## src/core/slpr_defs.svh

```systemverilog
`ifndef SLPR_DEFS_SVH
`define SLPR_DEFS_SVH

// register offsets on the serial control port
`define SLPR_OFF_CTRL3 13'h0062
`define SLPR_OFF_M 13'h0071
`define SLPR_OFF_RES 13'h0072
`define SLPR_OFF_NP 13'h0073
`define SLPR_OFF_S 13'h0074
`define SLPR_OFF_HDCF 13'h0075
`define SLPR_OFF_SCR1 13'h0076
`define SLPR_OFF_SCR2 13'h0077
`define SLPR_OFF_SUM0 13'h0078
`define SLPR_OFF_SUM1 13'h0079

// field positions
`define SLPR_SUMDIS_BIT 7
`define SLPR_CS_MSB 7
`define SLPR_CS_LSB 6
`define SLPR_READ_BIT 15

// fixed read-only values, minus-one coded where applicable
`define SLPR_N_VAL 5'h0d
`define SLPR_NP_VAL 5'h0f
`define SLPR_S_VAL 5'h00
`define SLPR_CF_VAL 5'h00
`define SLPR_HD_VAL 1'b0
`define SLPR_CS_UNUSED 2'h3

// reset values
`define SLPR_RST_M 1'b0
`define SLPR_RST_CS 2'h0
`define SLPR_RST_BYTE 8'h00

// frame bit counts: 16 instruction bits, then 8 data bits
`define SLPR_LAST_INSTR 5'h0f
`define SLPR_LAST_DATA 5'h17

`endif

```

## src/core/slpr_pkg.sv

```systemverilog
package slpr_pkg;

	// link parameters owned by neighbouring registers
	typedef struct packed {
		logic [7:0] did; // device id
		logic [3:0] bid; // bank id
		logic [4:0] lid0; // lane id, lane 0
		logic [4:0] lid1; // lane id, lane 1
		logic scr; // scrambler on
		logic l_minus1; // lanes per link minus one
		logic [7:0] f_minus1; // octets per frame minus one
		logic [4:0] k_minus1; // frames per multiframe minus one
	} slpr_link_t;

	// configuration handed to the link framing logic
	typedef struct packed {
		logic m; // converters per link minus one
		logic [1:0] cs; // control bits per sample
		logic [7:0] ctrl3; // link control 3, bit 7 kills checksum
	} slpr_cfg_t;

	// register access decoded from the serial port
	typedef struct packed {
		logic wr; // one-cycle write strobe
		logic [12:0] addr; // register address
		logic [7:0] wdata; // write data
	} slpr_req_t;

	typedef enum logic [4:0] {
		st_idle = 5'h01,
		st_instr = 5'h02,
		st_wdata = 5'h04,
		st_rdata = 5'h08,
		st_done = 5'h10
	} slpr_spi_st_t;

	// serial port state, bit order sclk, select, sdio
	typedef struct packed {
		logic [2:0] sy1; // first sync stage
		logic [2:0] sy2; // second sync stage
		logic [2:0] sy3; // third sync stage
		logic [2:0] filt; // agreed pin levels
		slpr_spi_st_t st; // frame phase
		logic [4:0] cnt; // rising edges seen
		logic [15:0] instr; // instruction shifter
		logic [7:0] osr; // read data shifter
		logic loaded; // read byte taken
		logic oe; // sdio driven
		slpr_req_t req; // decoded access
	} slpr_spi_state_t;

	// register bank state
	typedef struct packed {
		logic m;
		logic [1:0] cs;
		logic [7:0] ctrl3;
		logic [7:0] scr1;
		logic [7:0] scr2;
		logic [7:0] sum0;
		logic [7:0] sum1;
	} slpr_bank_t;

endpackage : slpr_pkg

```

## src/core/slpr_regs.sv

```systemverilog
// Summary of operation
// (RULE_01) bit zero picks one or two converters
// (RULE_02) control bits field: 0, 1, 2; 3 unused
// (RULE_03) resolution field reads fixed 13, read-only
// (RULE_04) total bits per sample reads fixed 15
// (RULE_05) samples per frame reads fixed zero
// (RULE_06) high density bit always reads zero
// (RULE_07) control words per frame reads zero
// (RULE_08) two free scratch bytes, read and write
// (RULE_09) lane 0 sum of parameters, modulo 256
// (RULE_10) lane 1 sum of parameters, modulo 256
// (RULE_11) host keeps port idle during critical sampling
// (RULE_12) checksum-disable bit forces checksums off
// (RULE_13) host powers link down while reconfiguring
// (RULE_14) sums recompute after any parameter change
`timescale 1ns/1ps
`include "slpr_defs.svh"

module slpr_regs (
	input wire logic i_mclk, // system clock, 10 MHz
	input wire logic i_srst, // sync reset, high
	input wire logic i_sclk, // serial clock pin
	input wire logic i_port_select_n, // port select pin, low
	input wire logic i_sdio, // sdio pin level
	output logic o_sdio, // sdio drive value
	output logic o_sdio_oe, // sdio drive enable
	input slpr_pkg::slpr_link_t i_link, // neighbour parameters
	output slpr_pkg::slpr_cfg_t o_cfg, // configuration out
	output logic [7:0] o_lane_sum0, // lane 0 checksum
	output logic [7:0] o_lane_sum1 // lane 1 checksum
);

	slpr_pkg::slpr_bank_t q; // registered bank
	slpr_pkg::slpr_bank_t n; // next bank
	slpr_pkg::slpr_req_t req; // access from the port
	logic [7:0] rdata; // read mux

	// sum of every link parameter of one lane, 8-bit wrap gives modulo 256
	// carries out of bit 7 are simply dropped, so no separate modulo step is needed
	function automatic logic [7:0] lane_sum(input slpr_pkg::slpr_link_t lk,
			input logic [4:0] lid, input slpr_pkg::slpr_bank_t b);
		lane_sum = lk.did + {4'h0, lk.bid} + {3'h0, lid} + {7'h00, lk.scr}
			+ {7'h00, lk.l_minus1} + lk.f_minus1 + {3'h0, lk.k_minus1}
			+ {7'h00, b.m} + {6'h00, b.cs} + {3'h0, `SLPR_N_VAL}
			+ {3'h0, `SLPR_NP_VAL} + {3'h0, `SLPR_S_VAL} + {7'h00, `SLPR_HD_VAL}
			+ {3'h0, `SLPR_CF_VAL} + b.scr1 + b.scr2;
	endfunction : lane_sum

	// serial control port front end
	slpr_spi_port u_port (
		.i_mclk(i_mclk),
		.i_srst(i_srst),
		.i_sclk(i_sclk),
		.i_port_select_n(i_port_select_n),
		.i_sdio(i_sdio),
		.i_rdata(rdata),
		.o_sdio(o_sdio),
		.o_sdio_oe(o_sdio_oe),
		.o_req(req)
	);

	// writes and checksum update
	// one register per frame, so at most one written field moves in any clock
	always_comb begin
		n = q;
		if (req.wr) begin
			case (req.addr)
				`SLPR_OFF_CTRL3: begin
					// only the top bit acts here, the rest is passed on untouched
					n.ctrl3 = req.wdata;
				end
				`SLPR_OFF_M: begin
					n.m = req.wdata[0]; // RULE_01
				end
				`SLPR_OFF_RES: begin
					// unused code is refused, resolution bits are fixed
					if (req.wdata[`SLPR_CS_MSB:`SLPR_CS_LSB] != `SLPR_CS_UNUSED) begin
						n.cs = req.wdata[`SLPR_CS_MSB:`SLPR_CS_LSB]; // RULE_02
					end
				end
				`SLPR_OFF_SCR1: begin
					n.scr1 = req.wdata; // RULE_08
				end
				`SLPR_OFF_SCR2: begin
					n.scr2 = req.wdata; // RULE_08
				end
				default: begin
					// read-only or unmapped: write ignored
				end
			endcase
		end
		// recomputed every cycle, so sums lag a change by one clock
		if (q.ctrl3[`SLPR_SUMDIS_BIT]) begin
			n.sum0 = 8'h00; // RULE_12
			n.sum1 = 8'h00; // RULE_12
		end else begin
			n.sum0 = lane_sum(i_link, i_link.lid0, q); // RULE_09 RULE_14
			n.sum1 = lane_sum(i_link, i_link.lid1, q); // RULE_10 RULE_14
		end
	end

	// bank register
	always_ff @(posedge i_mclk) begin
		if (i_srst) begin
			q <= '0;
			q.m <= `SLPR_RST_M;
			q.cs <= `SLPR_RST_CS;
			q.ctrl3 <= `SLPR_RST_BYTE;
			q.scr1 <= `SLPR_RST_BYTE;
			q.scr2 <= `SLPR_RST_BYTE;
		end else begin
			q <= n;
		end
	end

	// read mux; open and reserved bits read zero, unmapped reads zero
	always_comb begin
		case (req.addr)
			`SLPR_OFF_CTRL3: rdata = q.ctrl3;
			`SLPR_OFF_M: rdata = {7'h00, q.m}; // RULE_01
			`SLPR_OFF_RES: rdata = {q.cs, 1'b0, `SLPR_N_VAL}; // RULE_03
			`SLPR_OFF_NP: rdata = {3'h0, `SLPR_NP_VAL}; // RULE_04
			`SLPR_OFF_S: rdata = {3'h0, `SLPR_S_VAL}; // RULE_05
			`SLPR_OFF_HDCF: rdata = {`SLPR_HD_VAL, 2'h0, `SLPR_CF_VAL}; // RULE_06 RULE_07
			`SLPR_OFF_SCR1: rdata = q.scr1;
			`SLPR_OFF_SCR2: rdata = q.scr2;
			`SLPR_OFF_SUM0: rdata = q.sum0;
			`SLPR_OFF_SUM1: rdata = q.sum1;
			default: rdata = 8'h00;
		endcase
	end

	// straight from flops, so the framing logic never sees a glitch
	assign o_cfg = '{m: q.m, cs: q.cs, ctrl3: q.ctrl3};
	assign o_lane_sum0 = q.sum0;
	assign o_lane_sum1 = q.sum1;

	property p_m_write;
		@(posedge i_mclk) disable iff (i_srst)
		req.wr && req.addr == `SLPR_OFF_M |=> o_cfg.m == $past(req.wdata[0]);
	endproperty
	a_m_write: assert property (p_m_write) // RULE_01
		else $error("converter count not taken from write");

	property p_cs_write;
		@(posedge i_mclk) disable iff (i_srst)
		req.wr && req.addr == `SLPR_OFF_RES |=>
			o_cfg.cs == (($past(req.wdata[7:6]) == `SLPR_CS_UNUSED) ?
			$past(o_cfg.cs) : $past(req.wdata[7:6]));
	endproperty
	a_cs_write: assert property (p_cs_write) // RULE_02
		else $error("control bits field wrong after write");

	property p_res_ro;
		@(posedge i_mclk) disable iff (i_srst)
		req.addr == `SLPR_OFF_RES |-> rdata[5:0] == {1'b0, `SLPR_N_VAL};
	endproperty
	a_res_ro: assert property (p_res_ro) // RULE_03
		else $error("resolution readback wrong");

	property p_np_ro;
		@(posedge i_mclk) disable iff (i_srst)
		req.addr == `SLPR_OFF_NP |-> rdata == 8'h0f;
	endproperty
	a_np_ro: assert property (p_np_ro) // RULE_04
		else $error("bits per sample readback wrong");

	property p_s_ro;
		@(posedge i_mclk) disable iff (i_srst)
		req.addr == `SLPR_OFF_S |-> rdata == 8'h00;
	endproperty
	a_s_ro: assert property (p_s_ro) // RULE_05
		else $error("samples per frame readback wrong");

	property p_hd_ro;
		@(posedge i_mclk) disable iff (i_srst)
		req.addr == `SLPR_OFF_HDCF |-> !rdata[7];
	endproperty
	a_hd_ro: assert property (p_hd_ro) // RULE_06
		else $error("high density bit set");

	property p_cf_ro;
		@(posedge i_mclk) disable iff (i_srst)
		req.addr == `SLPR_OFF_HDCF |-> rdata[4:0] == 5'h00;
	endproperty
	a_cf_ro: assert property (p_cf_ro) // RULE_07
		else $error("control words per frame not zero");

	property p_scratch;
		@(posedge i_mclk) disable iff (i_srst)
		req.wr && req.addr == `SLPR_OFF_SCR1 |=>
			q.scr1 == $past(req.wdata) && $stable(q.scr2) && $stable(q.m);
	endproperty
	a_scratch: assert property (p_scratch) // RULE_08
		else $error("scratch write lost or leaked");

	property p_sum_lanes;
		@(posedge i_mclk) disable iff (i_srst)
		!$past(q.ctrl3[7]) |->
			8'(o_lane_sum0 - o_lane_sum1) == 8'($past(i_link.lid0) - $past(i_link.lid1));
	endproperty
	a_sum_lanes: assert property (p_sum_lanes) // RULE_09 RULE_10
		else $error("lane sums differ by more than lane ids");

	property p_sum_track;
		@(posedge i_mclk) disable iff (i_srst)
		(req.wr && req.addr == `SLPR_OFF_SCR1 && !q.ctrl3[7]) ##1 $stable(i_link) |=>
			8'(o_lane_sum0 - $past(o_lane_sum0)) == 8'($past(q.scr1) - $past(q.scr1, 2));
	endproperty
	a_sum_track: assert property (p_sum_track) // RULE_14
		else $error("lane sum did not follow scratch change");

	// same tracking on lane 1, driven by the second scratch byte
	property p_sum_track2;
		@(posedge i_mclk) disable iff (i_srst)
		(req.wr && req.addr == `SLPR_OFF_SCR2 && !q.ctrl3[7]) ##1 $stable(i_link) |=>
			8'(o_lane_sum1 - $past(o_lane_sum1)) == 8'($past(q.scr2) - $past(q.scr2, 2));
	endproperty
	a_sum_track2: assert property (p_sum_track2) // RULE_14
		else $error("lane 1 sum did not follow scratch change");

	property p_sum_dis;
		@(posedge i_mclk) disable iff (i_srst)
		q.ctrl3[7] |=> o_lane_sum0 == 8'h00 && o_lane_sum1 == 8'h00;
	endproperty
	a_sum_dis: assert property (p_sum_dis) // RULE_12
		else $error("checksum not disabled");

endmodule : slpr_regs

```

## src/core/slpr_spi_port.sv

```systemverilog
`timescale 1ns/1ps
`include "slpr_defs.svh"

module slpr_spi_port (
	input wire logic i_mclk, // system clock
	input wire logic i_srst, // sync reset, high
	input wire logic i_sclk, // serial clock pin
	input wire logic i_port_select_n, // port select pin, low
	input wire logic i_sdio, // sdio pin level
	input wire logic [7:0] i_rdata, // read mux for o_req.addr
	output logic o_sdio, // sdio drive value
	output logic o_sdio_oe, // sdio drive enable
	output slpr_pkg::slpr_req_t o_req // decoded access
);

	slpr_pkg::slpr_spi_state_t q; // registered state
	slpr_pkg::slpr_spi_state_t n; // next state
	logic rise; // sclk rising
	logic fall; // sclk falling
	logic [15:0] ins; // instruction after this bit

	// pins are async: three stages, a change counts once stages two and three agree.
	// sclk is treated as data, so the port works at any sclk below mclk / 8.
	always_comb begin
		n = q;
		ins = {q.instr[14:0], q.filt[2]};
		n.req.wr = 1'b0;
		n.sy1 = {i_sdio, i_port_select_n, i_sclk};
		n.sy2 = q.sy1;
		n.sy3 = q.sy2;
		for (int i = 0; i < 3; i++) begin
			if (q.sy2[i] == q.sy3[i]) begin
				n.filt[i] = q.sy3[i];
			end
		end
		rise = n.filt[0] & ~q.filt[0];
		fall = ~n.filt[0] & q.filt[0];
		ins = {q.instr[14:0], n.filt[2]};
		if (n.filt[1]) begin
			// deselected: abort any frame, release sdio
			n.st = slpr_pkg::st_idle;
			n.cnt = 5'h00;
			n.oe = 1'b0;
			n.loaded = 1'b0;
		end else begin
			case (q.st)
				slpr_pkg::st_idle: begin
					n.st = slpr_pkg::st_instr;
				end
				slpr_pkg::st_instr: begin
					if (rise) begin
						n.instr = ins;
						n.cnt = q.cnt + 5'h01;
						if (q.cnt == `SLPR_LAST_INSTR) begin
							n.req.addr = ins[12:0];
							n.st = ins[`SLPR_READ_BIT] ? slpr_pkg::st_rdata : slpr_pkg::st_wdata;
						end
					end
				end
				slpr_pkg::st_wdata: begin
					if (rise) begin
						n.req.wdata = {q.req.wdata[6:0], n.filt[2]};
						n.cnt = q.cnt + 5'h01;
						if (q.cnt == `SLPR_LAST_DATA) begin
							n.req.wr = 1'b1;
							n.st = slpr_pkg::st_done;
						end
					end
				end
				slpr_pkg::st_rdata: begin
					// first falling edge after the instruction loads the byte
					if (fall) begin
						if (!q.loaded) begin
							n.osr = i_rdata;
							n.loaded = 1'b1;
							n.oe = 1'b1;
						end else begin
							n.osr = {q.osr[6:0], 1'b0};
						end
					end
				end
				slpr_pkg::st_done: begin
					n.st = slpr_pkg::st_done;
				end
				default: begin
					n.st = slpr_pkg::st_idle;
				end
			endcase
		end
	end

	// state register; select pins reset to idle level
	always_ff @(posedge i_mclk) begin
		if (i_srst) begin
			q <= '0;
			q.st <= slpr_pkg::st_idle;
			q.sy1 <= 3'h2;
			q.sy2 <= 3'h2;
			q.sy3 <= 3'h2;
			q.filt <= 3'h2;
		end else begin
			q <= n;
		end
	end

	assign o_req = q.req;
	assign o_sdio = q.osr[7];
	assign o_sdio_oe = q.oe;

	property p_oe_read;
		@(posedge i_mclk) disable iff (i_srst)
		q.oe |-> (q.st == slpr_pkg::st_rdata) && !q.filt[1];
	endproperty
	a_oe_read: assert property (p_oe_read)
		else $error("sdio driven outside a read frame");

endmodule : slpr_spi_port

```

## config.mk

```make
export PLATFORM = sky130hd
export DESIGN_NAME = slpr_regs
export DESIGN_NICKNAME = d
export VERILOG_FILES = /design/src/core/slpr_pkg.sv /design/src/core/slpr_regs.sv /design/src/core/slpr_spi_port.sv
export VERILOG_INCLUDE_DIRS = /design/src /design/src/core
export SDC_FILE = /design/constraint.sdc
export NUM_CORES = 1
export LEC_CHECK = 0
export BUFFER_PORTS_ARGS = -buffer_cell sky130_fd_sc_hd__buf_2
export CAP_MARGIN = 20
export CORE_ASPECT_RATIO = 2
export CORE_MARGIN = 5
export CORE_UTILIZATION = 40
export CTS_CLUSTER_DIAMETER = 100
export DETAILED_ROUTE_END_ITERATION = 7
export GPL_ROUTABILITY_DRIVEN = 0
export GPL_TIMING_DRIVEN = 0
export PLACE_DENSITY_LB_ADDON = 0.25
export SYNTH_ARGS = -nofsm -noshare
export SYNTH_HDL_FRONTEND = slang
export SYNTH_HIERARCHICAL = 1
export SYNTH_SLANG_ARGS = --single-unit
```

## constraint.sdc

```tcl
create_clock -name i_mclk -period 5.4 [get_ports i_mclk]
set_clock_uncertainty 0.15 [all_clocks]
set_input_delay 0.54 -clock i_mclk [delete_from_list [all_inputs] [get_ports i_mclk]]
set_output_delay 0.54 -clock i_mclk [all_outputs]
set_load 0.02 [all_outputs]
```

==> results of run 1 <==
-- state kept, by name, summed over array words and instances (netlist names), 6 cells and up --
| register | flops |
|---|---|
| u_port/o_req | 22 |
| u_port/n | 6 |
| o_cfg | 11 |
| o_lane_sum0 | 8 |
| u_port/q | 24 |
| q | 16 |
| o_lane_sum1 | 8 |
| u_port/ins | 15 |
-- power breakdown --
| group | total, mW | switching [mW] | internal (mW) |
|---|---|---|---|
| logic | 0.836 | 0.465 | 0.370 |
| registers | 0.910 | 0.0331 | 0.877 |
| clock network | 0.732 | 0.320 | 0.412 |
-- per-layer routing --
layer / track usage / up-vias
li1: - / 2676
met5: 0 / -
met3: 0.0307 / 32
met2: 0.350 / 96
met4: 0.0706 / 0
met1: 0.155 / 2526
-- final cells by class --
| cell class | instances | share of cell area |
|---|---|---|
| multi-input combinational | 478 | 0.486 |
| inverter | 89 | 0.0419 |
| buffer | 86 | 0.0729 |
| tap | 210 | 0.0330 |
| sequential | 112 | 0.282 |
| timing repair buffer | 70 | 0.0440 |
| clock inverter | 7 | 0.0127 |
| clock buffer | 9 | 0.0283 |
-- cells in the final DEF (no fill, tap or decap), types with 9 or more instances in the layout --
| master | instances |
|---|---|
| dfxtp_1 | 112 |
| inv_1 | 89 |
| buf_2 | 80 |
| nor2_1 | 59 |
| buf_4 | 50 |
| nand2_1 | 49 |
| mux2i_1 | 44 |
| a21oi_1 | 43 |
| fa_1 | 43 |
| ha_1 | 32 |
| nand3_1 | 23 |
| o21ai_0 | 21 |
| clkbuf_1 | 18 |
| a22oi_1 | 15 |
| xnor2_1 | 14 |
| nor2b_1 | 10 |
| xor2_1 | 9 |
| a211oi_1 | 9 |
| clkbuf_16 | 9 |
-- worst min path at each step --
stage	to	slack (ns)	cells past startpoint
detailed placement	u_port/n[62]	0.25	1
global route	u_port/n[65]	0.22	2
global placement	u_port/n[62]	0.24	1
floorplan	u_port/n[62]	0.24	1
finish	u_port/n[65]	0.21	2
CTS	u_port/n[65]	0.20	2
-- metrics by stage --
step	setup slack [ns]	util	area [um^2]	cells	power, mW
final	0.693	0.461	7960	1061	2.48
after detailed placement	0.349	0.442	7640	1045	1.78
after global routing	0.553	0.461	7960	1061	2.65
after CTS	0.722	0.461	7960	1061	2.52
after global placement	0.352	0.442	7640	1045	1.77
after floorplan	1.20	-	7020	765	1.54
-- worst max-delay path, cell delays in order --
cell and delay (ns):
buf_2 0.11, ha_1 0.34, nand2_1 0.06, o21ai_0 0.53, nand2_1 0.14, xor2_1 0.18, fa_1 0.48, inv_1 0.08
fa_1 0.49, ha_1 0.30, ha_1 0.33, nand2_1 0.08, o21a_1 0.18, o311ai_0 0.66, or2_2 0.22, mux2i_1 0.06
-- kinds of logic (layout without fill, tap and decap cells) --
| group | after synthesis | count (layout) | synth area share |
|---|---|---|---|
| buf+inv | 175 | 261 | 0.130 |
| fa+ha+maj | 76 | 76 | 0.181 |
| mux | 44 | 44 | 0.0627 |
| xor+xnor | 23 | 23 | 0.0287 |
| compound gates | 133 | 133 | 0.122 |
| simple gates | 202 | 202 | 0.157 |
| flops | 112 | 112 | 0.319 |
==> impl_results.md, run 1 <==
* WL met1 at 5660 um
* Final Hold Slack at 0.215 ns
* DR vias/cell at 5.02
* Total power per unit cell area at 311 nW/um^2
* Count leader, synth: dfxtp_1
* R2R Path Start: q[18]
* Warnings, synthesis at 6
* Row count at 68
* Clock Tree Root: clkbuf_16
* Ranking of synthesized cells by area: dfxtp_1 (32%), fa_1 (12%), mux2i_1 (6.3%)
* Synth top area share at 0.319
* CP Data Arrival Time at 4.80 ns
* H-Tree Depth at 3
* Reg-to-reg endpoint: o_lane_sum0[7]
* Req. time, crit path at 5.49 ns
* DP HPWL at 14100 um
* Gr usage total at 0.169
* Max-slew headroom at 0.473
* Layout fillers at between 1.5k and 2k
* Post-CTS setup buffer count at 0
* Pin count of the biggest net entering global routing at 20
* Synthesis-stage register bit count at 112
* Startpoint Class: primary input
* Die area at 20500 um^2
* Synth Cell Area at ~7000 um^2
* Outcome: finished clean
* Mapped Cells at 765
* Final Hold Viols at 0
* TNS Setup at 0 ns
* Chip Width at around 100 um
* Final Cycle Share at 0.872
* Max Freq at roughly 0.21 GHz
* Clk slew on worst S/H paths at 0.08 ns
* Routed wire per std cell at 15.8 um
* Antenna viol nets, final at 0
* Post-route DRC violation count at 0
* Tightest Pin Transition at just under 0.8 ns
* WL final at 16700 um
* Synth cell types at just under 70
* Number of global-route vias before repair at 5625
* Synthesis-to-finish area growth at 13.4%
* Worst IR drop on VDD at 0.000169 V
* Fraction of registers with async set/reset at 0
* Iter 0 DRT Violations at 147
* # Max-Cap Violations at 0
* Layout cells sized above 1 at 0.203
* Dominant cell type by area after synthesis: dfxtp_1
* Leak Pwr at 3.76 nW
* Worst min path class: in2reg
* TritonRoute pass-1 iters at 4
* Post-CTS Hold Buffers at 0
* Port Buf Inserts at 70
* Avg Cell Area, Syn at 9.18 um^2
* Setup-failing EPs final at 0
* Max FO, Critical Path at 4
* Worst hold start: i_port_select_n
* Main flop type after synthesis: dfxtp_1
* Syn Nets at 882
* RSZ-0062 raised after global routing: no
* CTS tree: yes
* Post-synth EDFFs at 0
* Synth top cells by count: dfxtp_1 (112), inv_1 (89), nor2_1 (59), buf_4 (50), nand2_1 (49)
* Met3 WL at 521 um
* Via count at approximately 5.3k
* Layout Nets at ~960
* Critical path class: in2reg
* Antenna diode count at 0
* Reg area at 2240 um^2
* Sequential element share of the synthesized area at 0.319
* Clk_lat worst skew at 0.36 ns
* Area of the multi-input gates at 3870 um^2
* Io pins at ~70
* Grt total ovfl at 0
* CTS resizes at 0
* CTS Buf Count at 9
* Setup crit start: i_link[28]
* Top routing layer in use: met4
* CP Capture Type: register
* Clock Path Buffers at 2
* Tmin final at 4.71 ns
* Starting Density at 0.407
* Die Y at ~200 um
* DR WL met2 at 10000 um
* Worst Setup EP: o_lane_sum0[7]
* Clock net sink count at around 110
* First-pass GRT wire length at 27600 um
* Reg2reg path depth at 14
* Max-slew violation count at 0
* Initial antenna violation count at 0
* R2R setup slack at 0.75 ns
* Core area at 17300 um^2
(Power assumes the default switching activity.)
==> inputs of run 2 (changes only) <==
Settings changed: CORE_UTILIZATION 40 to 60.
==> run 2 against run 1 <==
  * Setup slack better by 0.24 ns
  * Critical endpoint unchanged
  * Critical path depth unchanged
  * Routed wire length down 0.99%
  * Power down 0.52%
  * Flip-flop and latch count unchanged
  * Count of clock-buffer cells in the layout unchanged
  * Critical path type unchanged
  * Core utilization up 22 points
==> impl_results.md, run 2 (same netlist as run 1, synthesis figures left out) <==
* Outcome: finished clean
* CP Capture Type: register
* Clk_lat worst skew at 0.35 ns (about the same)
* Post-CTS Hold Buffers at 0 (unchanged)
* CTS Buf Count at 9 (unchanged)
* Most common cell after layout, fill and taps aside: dfxtp_1
* Tmin final at 4.46 ns (-0.242 ns)
* Req. time, crit path at 5.48 ns (about the same)
* Pin count of the biggest net entering global routing at 20 (unchanged)
* Final Hold Viols at 0 (unchanged)
* Worst min path class: in2reg
* DP HPWL at 13600 um (-3.0%)
* Clock share of power at 0.294 (about the same)
* Post-CTS setup buffer count at 0 (unchanged)
* Clk slew on worst S/H paths at 0.08 ns (about the same)
* Starting Density at 0.604 (+0.197)
* Initial antenna violation count at 0 (unchanged)
* Max-slew violation count at 0 (unchanged)
* Number of global-route vias before repair at 5876 (+4.5%)
* CTS resizes at 0 (unchanged)
* Tightest Pin Transition at 0.633 ns (-0.148 ns)
* TritonRoute pass-1 iters at 5 (+1)
* H-Tree Depth at 3 (unchanged)
* Max-slew headroom at 0.573 (+0.101)
* Antenna diode count at 0 (unchanged)
* Worst IR drop on VDD at 0.000215 V (+27%)
* Io pins at 71 (unchanged)
* Port Buf Inserts at 70 (unchanged)
* Clock net sink count at 112 (unchanged)
* Max Freq at 0.224 GHz (+5.4%)
* Die Y at 163 um (-17%)
* Logic pwr share at 0.337 (about the same)
* Final Cycle Share at 0.827 (-0.0448)
* Setup-failing EPs final at 0 (unchanged)
* Total power per unit cell area at 313 nW/um^2 (+0.49%)
* Critical path class: in2reg
* Iter 0 DRT Violations at 323 (+120%)
* Internal power at 1.66 mW (+0.22%)
* Crit path top cell by count: ha_1
* TNS Setup at 0 ns (unchanged)
* Row count at 56 (-18%)
* Chip Width at 86.5 um (-17%)
* Grt total ovfl at 0 (unchanged)
* Net load switching power at 802 uW (-2.0%)
* First-pass GRT wire length at 27100 um (-1.8%)
* Layout fillers at 961 (-44%)
* Core area at 11600 um^2 (-33%)
* Biggest register: u_port/q
* CP cell instances: buf_2, ha_1, a21oi_1, o21ai_0, nand2_1, xor2_1, fa_1, inv_1, fa_1, ha_1, ha_1, nand2_1, o21a_1, o311ai_0, or2_2, mux2i_1
* WL final at 16600 um (-0.99%)
* Slowest cell delay on critical path at 0.55 ns (-0.11 ns)
* CP Data Arrival Time at 4.55 ns (-0.25 ns)
* Slowest stage cell, crit path: o21ai_0
* Startpoint Class: primary input
* Antenna viol nets, final at 0 (unchanged)
* Max FO, Critical Path at 4 (unchanged)
* Leak Pwr at 3.76 nW (about the same)
* # Max-Cap Violations at 0 (unchanged)
* Via count at 5541 (+4.0%)
* Clock Tree Root: clkbuf_16
* Sequential power share at 0.369 (+0.002)
* Highest-count cells in the layout ignoring fill and taps: dfxtp_1 (112), inv_1 (89), buf_2 (80)
* CTS tree: yes
* Die area at 14100 um^2 (-31%)
* Clock Path Buffers at 2 (unchanged)
* Power, Total at 2.47 mW (-0.52%)
* Gr usage total at 0.245 (+0.0764)
* Synthesis-to-finish area growth at 12.2%
* Routed wire per std cell at 16.6 um (+5.5%)
* Flip-flop count of the largest register after layout at 24 (unchanged)
* Layout Nets at 963 (unchanged)
* Post-route DRC violation count at 0 (unchanged)
* Sw Share at 0.325 (-0.00495)
* DR vias/cell at 5.56 (+11%)
* Layout cells sized above 1 at 0.203 (unchanged)
* RSZ-0062 raised after global routing: no
==> run 2: cell counts in the layout (fill, tap and decap cells not counted) <==
No cell type changed its count.
==> run 2: layer usage <==
| layer | GRT usage | share of wire | vias to the layer above | wire length (um) |
|---|---|---|---|---|
| li1 | - | - | 2675 | - |
| met1 | 0.223 | 0.32 | 2629 | 5340 |
| met2 | 0.484 | 0.58 | 168 | 9670 |
| met3 | 0.0333 | 0.034 | 69 | 568 |
| met4 | 0.151 | 0.059 | 0 | 984 |
| met5 | 0 | 0 | - | 0 |
==> run 2: path summary, 6_finish.rpt <==
| path | startpoint | end | slack, ns | cells after the start |
|---|---|---|---|---|
| worst min-delay path | i_port_select_n | u_port/n[65] | 0.23 | 2 |
| worst max register to register | q[18] | o_lane_sum1[7] | 0.97 | 14 |
| worst max-delay path | i_link[26] | o_lane_sum0[7] | 0.94 | 16 |
| worst min register to register | u_port/n[65] | u_port/n[62] | 0.26 | 1 |
==> run 2: final cells by class <==
class	count	area [um^2]	area share
Buffer	86	581	0.0736
Clock buffer	9	225	0.0286
Clock inverter	7	103	0.0130
Inverter	89	334	0.0424
Multi-Input combinational cell	478	3870	0.491
Sequential cell	112	2240	0.284
Tap cell	145	181	0.0230
Timing Repair Buffer	70	350	0.0444
==> run 2: critical path, delay by kind of cell <==
kind                     cells  cell delay [ns]
XOR/XNOR                     1             0.18
adder cells (fa/ha/maj)      5             1.93
AND/OR/NAND/NOR              3             0.42
buffers and inverters        2             0.20
multiplexers                 1             0.06
AO/OA/AOI/OAI                4             1.23
==> run 2: power groups by stage <==
stage / Combinational [mW] / Sequential (mW) / Clock (mW)
after floorplan: 0.626 / 0.914 / 0
after global routing: 0.942 / 0.913 / 0.773
after global placement: 0.804 / 0.928 / 0
after detailed placement: 0.830 / 0.929 / 0
after CTS: 0.840 / 0.909 / 0.734
final: 0.831 / 0.910 / 0.724
==> run 2: stage by stage <==
stage | instances | instance area, um^2 | setup slack (ns) | utilization | hold WS, ns
6_report | 996 | 7880 | 0.935 | 0.678 | 0.230
5_1_grt | 996 | 7880 | 0.681 | 0.678 | 0.222
4_1_cts | 996 | 7880 | 0.939 | 0.678 | 0.223
3_5_place_dp | 980 | 7560 | 0.593 | 0.650 | 0.246
3_3_place_gp | 980 | 7560 | 0.606 | 0.650 | 0.250
2_1_floorplan | 765 | 7020 | 1.20 | - | 0.239
